## src/logic/port_pair_defs.vh

```
// Function
// - each low-byte pin chooses input or output by its own direction bit
// - reset clears low-byte output latch and direction, all pins input
// - external memory access makes low byte the data bus, clearing direction
// - reset clears high-byte output latch and direction register
// - boot pins set high-byte function bits at reset release; 01 gives bus
// - high-byte direction and function decode together per pin
// - data register reads pin levels; writes update the output latch
`ifndef PORT_PAIR_DEFS_VH
`define PORT_PAIR_DEFS_VH

// ==========================================================
// register indices (byte address = index * 4)
`define IDX_LOW_DATA      4'h0
`define IDX_HIGH_DATA     4'h1
`define IDX_LOW_DIR       4'h2
`define IDX_HIGH_DIR      4'h4
`define IDX_HIGH_FUNC     4'h5
`define IDX_STATUS        4'h6

// ==========================================================
// reset values and boot patterns
`define PORT_RESET        8'h00
`define BOOT_BUS_PATTERN  2'b01

// ==========================================================
// axi responses
`define RESP_OKAY         2'b00
`define RESP_SLVERR       2'b10

`endif

```

## src/logic/byte_pin_port.v

```verilog
`timescale 1ns/10ps
`include "port_pair_defs.vh"

// one 8-bit port: output latch, direction, function and pin muxing
module byte_pin_port #(
    parameter WIDTH     = 8,
    parameter HAS_FUNC  = 1
) (
    // clock and reset
    input  wire             clk,
    input  wire             rst_n,
    input  wire             ce,
    // software side
    input  wire             latch_we,
    input  wire             dir_we,
    input  wire             func_we,
    input  wire [WIDTH-1:0] wdata,
    input  wire             func_load,
    input  wire [WIDTH-1:0] func_load_val,
    input  wire             dir_clear,
    // memory bus side
    input  wire             bus_active,
    input  wire             bus_write,
    input  wire [WIDTH-1:0] bus_wdata,
    // pins
    input  wire [WIDTH-1:0] pin_in,
    output reg  [WIDTH-1:0] pin_out,
    output wire [WIDTH-1:0] pin_oe_n,
    // state
    output reg  [WIDTH-1:0] pin_level,
    output reg  [WIDTH-1:0] dir,
    output reg  [WIDTH-1:0] func
);
    reg [WIDTH-1:0] latch;
    wire [WIDTH-1:0] bus_sel;
    wire [WIDTH-1:0] drive;

    // ==========================================================
    // registers
    always @(posedge clk) begin
        if (!rst_n) begin
            latch <= {WIDTH{1'b0}};
            dir   <= {WIDTH{1'b0}};
            func  <= {WIDTH{1'b0}};
        end else if (ce) begin
            if (latch_we)
                latch <= wdata;
            if (dir_clear)
                dir <= {WIDTH{1'b0}};
            else if (dir_we)
                dir <= wdata;
            if (func_load)
                func <= func_load_val;
            else if (func_we && HAS_FUNC != 0)
                func <= wdata;
        end
    end

    // pin levels sampled so reads see the outside world
    always @(posedge clk) begin
        if (!rst_n)
            pin_level <= {WIDTH{1'b0}};
        else if (ce)
            pin_level <= pin_in;
    end

    // ==========================================================
    // per-pin decode: func with dir clear selects bus (no func: bus_active), else dir picks in/out
    assign bus_sel = (HAS_FUNC != 0) ? (func & ~dir) : {WIDTH{bus_active}};
    assign drive   = (bus_sel & {WIDTH{bus_active & bus_write}})
                   | (~bus_sel & dir);
    assign pin_oe_n = ~drive;

    // registered mux keeps data outputs from flops
    // per pin, so port pins beside bus pins keep showing their latch
    always @(posedge clk) begin
        if (!rst_n)
            pin_out <= {WIDTH{1'b0}};
        else if (ce)
            pin_out <= (bus_sel & bus_wdata) | (~bus_sel & latch);
    end
endmodule

```

## src/logic/data_bus_port_pair.v

```verilog
// Implementation choice: the AXI4-Lite register port.
`timescale 1ns/10ps
`include "port_pair_defs.vh"

// two 8-bit pin ports behind an axi4-lite slave
module data_bus_port_pair #(
    parameter WIDTH = 8
) (
    // clock, enable, reset
    input  wire             clk,
    input  wire             rst_n,
    input  wire             ce,
    // boot straps
    input  wire             boot_mode_pin_high,
    input  wire             boot_mode_pin_low,
    // external memory cycle
    input  wire             mem_access,
    input  wire             mem_write,
    input  wire [15:0]      mem_wdata,
    // low-byte pins
    input  wire [WIDTH-1:0] low_pin_in,
    output wire [WIDTH-1:0] low_pin_out,
    output wire [WIDTH-1:0] low_pin_oe_n,
    // high-byte pins
    input  wire [WIDTH-1:0] high_pin_in,
    output wire [WIDTH-1:0] high_pin_out,
    output wire [WIDTH-1:0] high_pin_oe_n,
    // axi4-lite write
    input  wire [7:0]       s_axi_awaddr,
    input  wire             s_axi_awvalid,
    output wire             s_axi_awready,
    input  wire [31:0]      s_axi_wdata,
    input  wire [3:0]       s_axi_wstrb,
    input  wire             s_axi_wvalid,
    output wire             s_axi_wready,
    output reg  [1:0]       s_axi_bresp,
    output reg              s_axi_bvalid,
    input  wire             s_axi_bready,
    // axi4-lite read
    input  wire [7:0]       s_axi_araddr,
    input  wire             s_axi_arvalid,
    output wire             s_axi_arready,
    output reg  [31:0]      s_axi_rdata,
    output reg  [1:0]       s_axi_rresp,
    output reg              s_axi_rvalid,
    input  wire             s_axi_rready
);
    // ==========================================================
    // write channel capture
    reg         aw_held;
    reg         w_held;
    reg  [7:0]  aw_addr;
    reg  [31:0] w_data;
    reg  [3:0]  w_strb;
    reg         boot_done;
    reg         rst_seen;

    wire [3:0]  wr_idx;
    wire        wr_fire;
    wire        wr_ok;
    wire        lane0;
    wire [1:0]  boot_pat;
    wire [WIDTH-1:0] low_level;
    wire [WIDTH-1:0] high_level;
    wire [WIDTH-1:0] low_dir;
    wire [WIDTH-1:0] high_dir;
    wire [WIDTH-1:0] high_func;

    // word address to register index
    function [3:0] reg_index;
        input [7:0] addr;
        begin
            reg_index = addr[5:2];
        end
    endfunction

    // known offsets only, within the mapped window
    function addr_known;
        input [7:0] addr;
        reg   [3:0] i;
        begin
            i = addr[5:2];
            addr_known = (addr[7:6] == 2'b00) &&
                ((i == `IDX_LOW_DATA) || (i == `IDX_HIGH_DATA) || (i == `IDX_LOW_DIR) ||
                 (i == `IDX_HIGH_DIR) || (i == `IDX_HIGH_FUNC) || (i == `IDX_STATUS));
        end
    endfunction

    // readies drop with ce so nothing is taken while state is frozen
    assign s_axi_awready = ~aw_held & ~s_axi_bvalid & ce;
    assign s_axi_wready  = ~w_held & ~s_axi_bvalid & ce;
    assign wr_fire = aw_held & w_held & ~s_axi_bvalid;
    assign wr_idx  = reg_index(aw_addr);
    assign wr_ok   = addr_known(aw_addr);
    assign lane0   = w_strb[0];

    // hold address and data until both are in, any order
    always @(posedge clk) begin
        if (!rst_n) begin
            aw_held      <= 1'b0;
            w_held       <= 1'b0;
            aw_addr      <= 8'h00;
            w_data       <= 32'h0000_0000;
            w_strb       <= 4'h0;
            s_axi_bvalid <= 1'b0;
            s_axi_bresp  <= `RESP_OKAY;
        end else if (ce) begin
            if (s_axi_awvalid && s_axi_awready) begin
                aw_held <= 1'b1;
                aw_addr <= s_axi_awaddr;
            end
            if (s_axi_wvalid && s_axi_wready) begin
                w_held <= 1'b1;
                w_data <= s_axi_wdata;
                w_strb <= s_axi_wstrb;
            end
            if (wr_fire) begin
                aw_held      <= 1'b0;
                w_held       <= 1'b0;
                s_axi_bvalid <= 1'b1;
                s_axi_bresp  <= wr_ok ? `RESP_OKAY : `RESP_SLVERR;
            end else if (s_axi_bvalid && s_axi_bready) begin
                s_axi_bvalid <= 1'b0;
            end
        end
    end

    // ==========================================================
    // boot strap capture one cycle after reset release
    // straps are sampled by a clocked process, never by the reset itself
    assign boot_pat = {boot_mode_pin_high, boot_mode_pin_low};
    always @(posedge clk) begin
        if (!rst_n) begin
            rst_seen  <= 1'b1;
            boot_done <= 1'b0;
        end else if (ce) begin
            rst_seen  <= 1'b0;
            boot_done <= rst_seen;
        end
    end

    // ==========================================================
    // port instances
    byte_pin_port #(.WIDTH(WIDTH), .HAS_FUNC(0)) u_low (
        .clk           (clk),
        .rst_n         (rst_n),
        .ce            (ce),
        .latch_we      (wr_fire && wr_ok && lane0 && wr_idx == `IDX_LOW_DATA),
        .dir_we        (wr_fire && wr_ok && lane0 && wr_idx == `IDX_LOW_DIR),
        .func_we       (1'b0),
        .wdata         (w_data[WIDTH-1:0]),
        .func_load     (1'b0),
        .func_load_val ({WIDTH{1'b0}}),
        .dir_clear     (mem_access),
        .bus_active    (mem_access),
        .bus_write     (mem_write),
        .bus_wdata     (mem_wdata[7:0]),
        .pin_in        (low_pin_in),
        .pin_out       (low_pin_out),
        .pin_oe_n      (low_pin_oe_n),
        .pin_level     (low_level),
        .dir           (low_dir),
        .func          ()
    );

    // 01 gives bus; 00 and 11 give input; 10 unsupported, treated as input
    byte_pin_port #(.WIDTH(WIDTH), .HAS_FUNC(1)) u_high (
        .clk           (clk),
        .rst_n         (rst_n),
        .ce            (ce),
        .latch_we      (wr_fire && wr_ok && lane0 && wr_idx == `IDX_HIGH_DATA),
        .dir_we        (wr_fire && wr_ok && lane0 && wr_idx == `IDX_HIGH_DIR),
        .func_we       (wr_fire && wr_ok && lane0 && wr_idx == `IDX_HIGH_FUNC),
        .wdata         (w_data[WIDTH-1:0]),
        .func_load     (rst_seen),
        .func_load_val ({WIDTH{boot_pat == `BOOT_BUS_PATTERN}}),
        .dir_clear     (1'b0),
        .bus_active    (mem_access),
        .bus_write     (mem_write),
        .bus_wdata     (mem_wdata[15:8]),
        .pin_in        (high_pin_in),
        .pin_out       (high_pin_out),
        .pin_oe_n      (high_pin_oe_n),
        .pin_level     (high_level),
        .dir           (high_dir),
        .func          (high_func)
    );

    // ==========================================================
    // read channel: one cycle answer, direction regs read as zero
    // (they are write-only, so software keeps its own copy)
    assign s_axi_arready = ~s_axi_rvalid & ce;
    always @(posedge clk) begin
        if (!rst_n) begin
            s_axi_rvalid <= 1'b0;
            s_axi_rdata  <= 32'h0000_0000;
            s_axi_rresp  <= `RESP_OKAY;
        end else if (ce) begin
            if (s_axi_arvalid && s_axi_arready) begin
                s_axi_rvalid <= 1'b1;
                s_axi_rresp  <= addr_known(s_axi_araddr) ? `RESP_OKAY : `RESP_SLVERR;
                case (reg_index(s_axi_araddr))
                    `IDX_LOW_DATA:  s_axi_rdata <= {24'h000000, low_level};
                    `IDX_HIGH_DATA: s_axi_rdata <= {24'h000000, high_level};
                    `IDX_STATUS:    s_axi_rdata <= {22'h0, boot_done,
                                                    mem_access, high_func};
                    default:        s_axi_rdata <= 32'h0000_0000;
                endcase
            end else if (s_axi_rready) begin
                s_axi_rvalid <= 1'b0;
            end
        end
    end
endmodule

```

## config.mk

```make
export PLATFORM = sky130hd
export DESIGN_NAME = data_bus_port_pair
export DESIGN_NICKNAME = d
export VERILOG_FILES = /design/src/logic/byte_pin_port.v /design/src/logic/data_bus_port_pair.v
export VERILOG_INCLUDE_DIRS = /design/src /design/src/logic
export SDC_FILE = /design/constraint.sdc
export NUM_CORES = 1
export LEC_CHECK = 0
export BUFFER_PORTS_ARGS = -buffer_cell sky130_fd_sc_hd__buf_4
export CORE_MARGIN = 10
export CORE_UTILIZATION = 44
export DETAILED_ROUTE_END_ITERATION = 6
export MAX_ROUTING_LAYER = met4
export PLACE_DENSITY = 0.73
export SLEW_MARGIN = 20
export SYNTH_ARGS = -nofsm -noshare
export SYNTH_HDL_FRONTEND = slang
export SYNTH_SLANG_ARGS = --single-unit
```

## constraint.sdc

```tcl
create_clock -name clk -period 2 [get_ports clk]
set_input_delay 0.3 -clock clk [delete_from_list [all_inputs] [get_ports clk]]
set_output_delay 0.3 -clock clk [all_outputs]
set_load 0.1 [all_outputs]
```

# Word-level counts from Yosys, hierarchy flattened
# Index checks and enable logic that the tools add are counted.
# W data, S select, Z words.
totals:
  regBits: 131
  inputBits: 96
  output_inout_bits: 73
  word_cells: 123
classes:
  n_eq_ne: 11
  muxes: 15
  n_bitwise: 30
  n_reduce_logical: 46
op_table:
  columns: ["cell", "n"]
  rows:
  - ["$and A8 B8 Y8", 9]
  - ["$not A8 Y8", 5]
  - ["$mux W8", 4]
  - ["$or A8 B8 Y8", 4]
  - ["$pmux W10 S3", 1]
  - ["$reduce_and A2 Y1", 13]
  - ["$eq A4 B3 Y1 const B", 6]
  - ["$logic_and A1 B1 Y1", 13]
  - ["$reduce_bool A2 Y1", 6]
  - ["$logic_or A1 B1 Y1", 10]
  - ["$and A1 B1 Y1", 8]
  - ["$eq A4 B1 Y1 const B", 2]
  - ["$eq A4 B2 Y1 const B", 2]
  - ["$logic_not A4 Y1", 2]
  - ["$mux W1", 8]
  - ["$logic_not A2 Y1", 2]
  - ["$mux W2", 2]
  - ["$not A1 Y1", 4]
  - ["$eq A2 B1 Y1 const B", 1]

# Logic depth before layout (Yosys ltp)
# Gate-level depths: netlist (run 1).
logic_depth:
  depth_word: 12
  ltp_mapped: 6
  depth_no_buf: 4

# By module
# Synthesis (run 1) repeated with hierarchy kept, for this count alone.
unflattened:
  cells_unflattened: 569
  area_unflattened_um2: 5549.1
modules_own_cells:
  columns: ["mod", "instances", "cells_per_inst", "area_per_inst_um2", "seq_area_each_um2"]
  rows:
  - ["byte_pin_port at u_high", 1, 204, 2055.7, 800.8]
  - ["data_bus_port_pair", 1, 186, 1798.0, 660.6]
  - ["byte_pin_port at u_low", 1, 179, 1695.4, 800.8]

# Worst setup path after synthesis (run 1)
# No wires, ideal clock.
synth_path:
  path_type: "flip-flop to flip-flop"
  start: "register s_axi_bvalid"
  end: "register w_data[0]"
  setup_time_ps: 124
  arrival_time_ps: 3981
  slack_ps: -2105
  stages_incl_launch_ff: 5
  path_buffers: 0
  path_cell_list: "dfxtp_1 -> nor3b_1 -> nand2_1 -> nand2_1 -> a21boi_0"
synth_via:
  elab_chain_len: 5
synth_rtl:
  columns: ["item", "line_no", "text"]
  rows:
  - ["start: declaration", "data_bus_port_pair.v:37", "output reg s_axi_bvalid,"]
  - ["start signal: assignment", "data_bus_port_pair.v:105", "s_axi_bvalid <= 1'b0;"]
  - ["start signal: assignment", "data_bus_port_pair.v:120", "s_axi_bvalid <= 1'b1;"]
  - ["start signal: assignment", "data_bus_port_pair.v:123", "s_axi_bvalid <= 1'b0;"]
  - ["$not A1 Y1", "data_bus_port_pair.v:91", "assign s_axi_wready = ~w_held & ~s_axi_bvalid & ce;"]
  - ["$and A1 B1 Y1 (2 in series)", "data_bus_port_pair.v:91", null]
  - ["via s_axi_wready", "data_bus_port_pair.v:35", "output wire s_axi_wready,"]
  - ["$logic_and A1 B1 Y1", "data_bus_port_pair.v:112", "if (s_axi_wvalid && s_axi_wready) begin"]
  - ["$reduce_and A2 Y1 (no line)", null, null]
  - ["end signal: assignment", "data_bus_port_pair.v:114", "w_data <= s_axi_wdata;"]
  - ["end: declaration", "data_bus_port_pair.v:53", "reg [31:0] w_data;"]
# The timed path passes the listed nets, and every way through them passes these cells.
# A chain may end at the register's enable or synchronous reset.

# Worst setup path after layout (run 1)
layout_path:
  start: "register aw_addr[5]"
  end: "register u_high.latch[0]"
layout_via:
  elab_chain_len: 11
  elab_cells_between_ends: 16
layout_rtl:
  columns: ["item", "line_no", "text"]
  rows:
  - ["start: declaration", "data_bus_port_pair.v:52", "reg [7:0] aw_addr;"]
  - ["start signal: assignment", "data_bus_port_pair.v:110", "aw_addr <= s_axi_awaddr;"]
  - ["$eq A4 B1 Y1 (no line) or $logic_not A4 Y1 (tied branches)", null, null]
  - ["$logic_or A1 B1 Y1 (5 in series)", "data_bus_port_pair.v:84", "((i == `IDX_LOW_DATA) || (i == `IDX_HIGH_DATA) || (i == `IDX_LOW_DIR) ||"]
  - ["$logic_and A1 B1 Y1", "data_bus_port_pair.v:83", "addr_known = (addr[7:6] == 2'b00) &&"]
  - ["$logic_and A1 B1 Y1 (2 in series)", "data_bus_port_pair.v:171", ".latch_we (wr_fire && wr_ok && lane0 && wr_idx == `IDX_HIGH_DATA),"]
  - ["$logic_and A1 B1 Y1 (no line) *", null, null]
  - ["$reduce_and A2 Y1 (no line) *", null, null]
  - ["end signal: assignment", "byte_pin_port.v:42", "latch <= {WIDTH{1'b0}};"]
  - ["end signal: assignment", "byte_pin_port.v:47", "latch <= wdata;"]
  - ["end: declaration", "byte_pin_port.v:34", "reg [WIDTH-1:0] latch;"]
# Every way passes the cells marked *; elsewhere a longest branch is shown, timed or not.

==> results of run 1 <==
-- layout by cell type, fill, tap and decap left out, types with 2 or more instances in the layout --
cell	instances
clkbuf_8	10
inv_8	2
a21boi_1	8
nor2_1	2
buf_4	125
a22oi_1	10
nand3b_1	2
o211a_1	17
nor2b_1	43
a21oi_1	20
o221a_2	8
dfxtp_1	104
conb_1	24
nor3b_4	2
nand2_1	83
nand4b_1	2
mux2i_1	62
nor4_1	3
inv_1	3
o21ai_0	10
nand2b_1	4
nor4b_2	2
and2_1	5
a22o_1	16
a21boi_0	3
-- synth_stat cells (all sizes together), types with 2 or more instances --
| master | n |
|---|---|
| a21boi | 11 |
| a21oi | 20 |
| a22o | 16 |
| a22oi | 10 |
| and2 | 5 |
| buf | 34 |
| clkbuf | 20 |
| dfxtp | 105 |
| inv | 3 |
| mux2i | 62 |
| nand2 | 84 |
| nand2b | 4 |
| nand3b | 2 |
| nand4b | 2 |
| nor2 | 3 |
| nor2b | 44 |
| nor3b | 2 |
| nor4 | 4 |
| nor4b | 2 |
| o211a | 17 |
| o21ai | 10 |
| o221a | 8 |
-- worst paths after layout --
kind	from	end	slack (ps)
max reg2reg	aw_addr[5]	u_high.latch[0]	90
min reg2reg	w_strb[0]	w_strb[0]	460
max	aw_addr[5]	u_high.latch[0]	90
min	s_axi_wdata[7]	w_data[7]	160
-- power groups by stage --
stage / Sequential, mW / Combinational [mW] / Clock, mW
2_1_floorplan: 2.42 / 0.640 / 0
3_3_place_gp: 2.28 / 0.978 / 0
3_5_place_dp: 2.28 / 0.989 / 0
4_1_cts: 2.23 / 0.991 / 1.33
5_1_grt: 2.24 / 1.04 / 1.43
6_report: 2.23 / 0.987 / 1.32
-- metrics by stage --
| step | std cells | setup WS (ps) | total power, mW | area (um2) |
|---|---|---|---|---|
| floorplan | 504 | -590 | 3.06 | 4780 |
| global placement | 711 | 132 | 3.26 | 5560 |
| global route | 727 | -2.30 | 4.71 | 5750 |
| detailed placement | 711 | 96.2 | 3.27 | 5560 |
| CTS | 727 | 67.9 | 4.56 | 5750 |
| finish | 727 | 90.2 | 4.54 | 5750 |
-- worst max-delay path: cells and delay by family (launching register included) --
| kind | cells | cell delay (ps) |
|---|---|---|
| multiplexers | 1 | 220 |
| AND/OR/NAND/NOR | 3 | 1300 |
| flip-flops | 1 | 320 |
-- per-layer routing --
| layer | GRT usage (%) | wire, um | up-vias |
|---|---|---|---|
| met3 | 3.31 | 695 | 12 |
| met1 | 20.1 | 5520 | 1752 |
| met4 | 4.20 | 114 | 0 |
| met2 | 25.7 | 5650 | 96 |
| met5 | - | 0 | - |
| li1 | - | - | 1849 |
-- logic make-up (layout without fill, tap and decap cells) --
| logic type | after synthesis | in the layout |
|---|---|---|
| other cells | 1 | 24 |
| simple gates | 159 | 159 |
| mux | 62 | 62 |
| buf+inv | 58 | 145 |
| compound gates | 96 | 96 |
| flops | 105 | 105 |
-- cell type report --
| type | count | area (um2) | share of cell area [%] |
|---|---|---|---|
| flip-flops and latches | 105 | 2110 | 36.6 |
| well taps | 136 | 170 | 2.96 |
| clock buffers | 10 | 138 | 2.39 |
| inverters | 4 | 15.0 | 0.261 |
| multi-input cells | 341 | 2330 | 40.4 |
| clock inverters | 6 | 60.1 | 1.04 |
| repair buffers | 125 | 938 | 16.3 |
==> summary.txt, run 1 <==
Filler instances - 957
DRC errors left - 0
Max Fanout on Critical Path - 8
Tot GR Track Use - 16.0%
Largest net degree at the start of global routing - 49
Mux contribution to synthesized area - 13.4%
Average size of a mapped cell - 9.61 um2
Yosys warns - 0
Complex-gate fraction of the synthesized area - 16.0%
CP cell instances - or3_1 -> or4_4 -> nor2_8 -> mux2i_1
DP Wirelength - 9.09 mm
Endpoint type of the worst setup path - flip-flop
Top cell type's share of synthesized area - 45.5%
#FFs+latches synth - 105
Net Sw Frac - 35.0%
Post-Synthesis Cell Area - 4620 um2
Post-Synth Adder-Cell Area - 0%
Post-synth EDFFs - 0
WP data required - 2310 ps
Cts repair resizes - 0
Iter 0 DRT Violations - 161
Largest family of logic cells by synthesized area - simple AND/OR/NAND/NOR gates
Final period utilization - 95.5%
Max-Cap Viols - 0
Worst Tran Pin Value - 698 ps
Crit path time final - 1910 ps
Biggest register - s_axi_rdata
Slew margin rel. - 53.2%
Overall routed net length - 12.0 mm
NumNets Final - 682
Leading area contributor after synthesis - dfxtp_1
Die width - 122 um
CTS buffer count - 9
Gpl congestion - 0.803
Clk slew on worst S/H paths - 110 ps
CP arrival - 2220 ps
Ys async rst share - 0%
Hold WS - 163 ps
Clock Path Buffers - 2
Number of core rows - 37
Vias in the first global route - 3769
Antenna Cells - 0
Flop pwr share - 49.1%
R2R depth - 4
H-tree depth - 3
Core ar. - 10300 um2
1st-pass router iterations - 4
Port bufs - 113
Worst-Skew Late Latency - 380 ps
Hold Crit Class - primary input to flip-flop
Share of layout cells above drive strength 1 - 27.2%
CP max stage cell - or4_4
Fmax - 0.524 GHz
Gate power share - 21.7%
Routed Antenna Nets - 0
Fin Setup TNS - 0 ps
Vert. Die Dim - 122 um
Share of the yosys chip area belonging to registers - 45.5%
Fin util - 56.0%
Crit Path Class - flip-flop to flip-flop
Drt wl/cell - 16.5 um
Ys flop type - dfxtp_1
PD cells - 789 nW/um2
Sink Count - 105
Clock Tree Root - clkbuf_8
Post-Synthesis Cells - 481
Dominant cells by area after synthesis - dfxtp_1 (45%), mux2i_1 (13%), nand2_1 (6.8%)
Leak Pwr - 2.59 nW
Clock power frac - 29.1%
Max reg flops - 10
Fin. Hold Viols - 0
Outcome - finished, final reports clean
Synth Area in XOR/XNOR - 0%
Area growth syn-to-layout - 24.5%
Max-slew violations - 0
Pint - 2.95 mW
Net Switching - 1.59 mW
Starting Density - 45.0%
Die ar. - 15000 um2
GRT overflow - 0
CTS tree - yes
Maximum VDD drop - 0.000438 V
Post-synth cell types - 39
I/O Pins - 169
First-pass GRT wire length - 18.9 mm
Hold depth - 3
Antenna violations before repair - 0
Post-Synth Simple-Gate Area - 18.1%
Vias - 3709
Setup Viol. Count Final - 0
CP Launch Type - flip-flop
Post-CTS setup buffer count - 0
Worst stage delay on the critical path - 590 ps
Worst Skew - 12.1 ps
RSZ-0062 raised after global routing - yes
Vias per inst - 5.10
CTS Hold Bufs - 0
Note: power is estimated with default switching activity, not from simulation.
==> inputs of run 2 (changes only) <==
==> constraint.sdc (replaced) <==
create_clock -name clk -period 2 [get_ports clk]
set_input_delay 0.5 -clock clk [delete_from_list [all_inputs] [get_ports clk]]
set_output_delay 0.5 -clock clk [all_outputs]
set_load 0.1 [all_outputs]
==> run 2 against run 1 <==
Worst setup slack worse by 26 ps. Cell area is 3.4% higher. Clock skew shrank 4.0 ps. Total power hardly changed. Critical path type is now primary input to primary output. Critical endpoint is now high_pin_oe_n[0].
==> summary.txt, run 2 (synthesis gave the netlist of run 1 again) <==
Outcome - finished, final reports clean
Port bufs - 113
Gate power share - 22.6%
Number of core rows - 37
Hold_sp - s_axi_wdata[3]
Critical Path Source - mem_write
Crit path time final - 1940 ps
Endpoint, Worst Hold - w_data[3]
CTS buffer count - 9
Sink Count - 105
I/O Pins - 169
Setup Viol. Count Final - 0
Max Fanout on Critical Path - 16
Reg2reg start - aw_addr[5]
Largest net degree at the start of global routing - 47
Leak Pwr - 2.63 nW
NumNets Final - 685
Starting Density - 45.0%
Net Switching - 1.52 mW
Tot Pwr - 4.54 mW
Hold WS - 383 ps
Most common cell after layout, fill and taps aside - buf_4
Final period utilization - 96.8%
Flop pwr share - 49.2%
First-pass GRT wire length - 18.8 mm
RSZ-0062 raised after global routing - no
Vias per inst - 5.02
Max reg flops - 10
Pint - 3.02 mW
R2R depth - 4
Worst Skew - 8.05 ps
Max-Cap Viols - 0
R2r endpoint - u_high.latch[5]
Clock Tree Root - clkbuf_8
Gpl congestion - 0.914
Filler instances - 927
Fmax - 0.516 GHz
Iter 0 DRT Violations - 199
DP Wirelength - 9.63 mm
Vert. Die Dim - 122 um
CP Launch Type - primary input
CTS tree - yes
Crit Path Class - primary input to primary output
Hold depth - 3
PD cells - 763 nW/um2
Slew margin rel. - 56.7%
Dpl ws - 60.6 ps
Antenna violations before repair - 0
Antenna Cells - 0
Worst-Skew Late Latency - 370 ps
Max-slew violations - 0
Routed Antenna Nets - 0
Die ar. - 15000 um2
Vias - 3659
DRC errors left - 0
CTS Hold Bufs - 0
Endpoint type of the worst setup path - primary output
Fin. Hold Viols - 0
Area growth syn-to-layout - 28.7%
Clock power frac - 28.2%
Biggest register - s_axi_rdata
GRT overflow - 0
CP arrival - 1440 ps
Clk slew on worst S/H paths - 90 ps
Reg2reg setup slack - 80 ps
Hold Crit Class - primary input to flip-flop
1st-pass router iterations - 4
Drt wl/cell - 16.9 um
Maximum VDD drop - 0.000487 V
Clock Path Buffers - 2
Commonest non-fill, non-tap cells in the layout - buf_4 (128), dfxtp_1 (104), nand2_1 (83), mux2i_1 (62), nor2b_1 (43)
Share of layout cells above drive strength 1 - 30.2%
WP data required - 1500 ps
Overall routed net length - 12.3 mm
Final WS setup - 63.9 ps
Net Sw Frac - 33.4%
Die width - 122 um
Tot GR Track Use - 16.2%
Worst Tran Pin Value - 647 ps
Core ar. - 10300 um2
Vias in the first global route - 3616
H-tree depth - 3
run 2: final cells by class:
cell class	count	area (um2)	area share, %
flip-flops and latches	105	2100	35.4
well taps	136	170	2.86
clock inverters	5	57.6	0.968
inverters	4	16.3	0.274
multi-input cells	341	2510	42.2
clock buffers	10	128	2.15
repair buffers	128	961	16.2
run 2: how the worst max path moves through the flow:
stage	end	slack, ps	depth (start not counted)
6_report	high_pin_oe_n[0]	60	4
5_1_grt	u_high.latch[0]	0.6	4
4_1_cts	high_pin_oe_n[0]	60	4
3_5_place_dp	high_pin_oe_n[0]	60	4
3_3_place_gp	high_pin_oe_n[0]	80	4
2_1_floorplan	s_axi_awready	-350	5
run 2: critical path: stages:
cell and delay [ps]:
buf_4 110, and2_4 300, a21oi_4 210, buf_4 310
run 2: timing repair:
item,CTS,global route
hold endpoints to repair,0,0
gates resized for setup,0,1
buffers inserted,0,0
endpoints found under the setup margin,0,2
run 2: per-layer routing:
metal	vias up	global-route usage, %	wire (um)
met2	101	26.2	5900
met3	14	4.50	780
met4	0	4.86	199
met5	-	-	0
li1	1850	-	-
met1	1694	19.3	5430
run 2: metrics by stage:
stage	std cells	utilization, %	instance area, um2	TNS, ps
2_1_floorplan	504	-	5000	-2130
3_3_place_gp	714	56.0	5750	0
3_5_place_dp	714	56.0	5750	0
4_1_cts	729	57.8	5940	0
5_1_grt	729	57.9	5950	0
6_report	729	57.9	5950	0
run 2: power by group through the flow:
stage / Clock (mW) / Combinational, mW / Sequential [mW]
3_5_place_dp: 0 / 1.02 / 2.28
3_3_place_gp: 0 / 1.01 / 2.28
2_1_floorplan: 0 / 0.673 / 2.43
5_1_grt: 1.38 / 1.08 / 2.25
4_1_cts: 1.30 / 1.02 / 2.23
6_report: 1.28 / 1.02 / 2.23
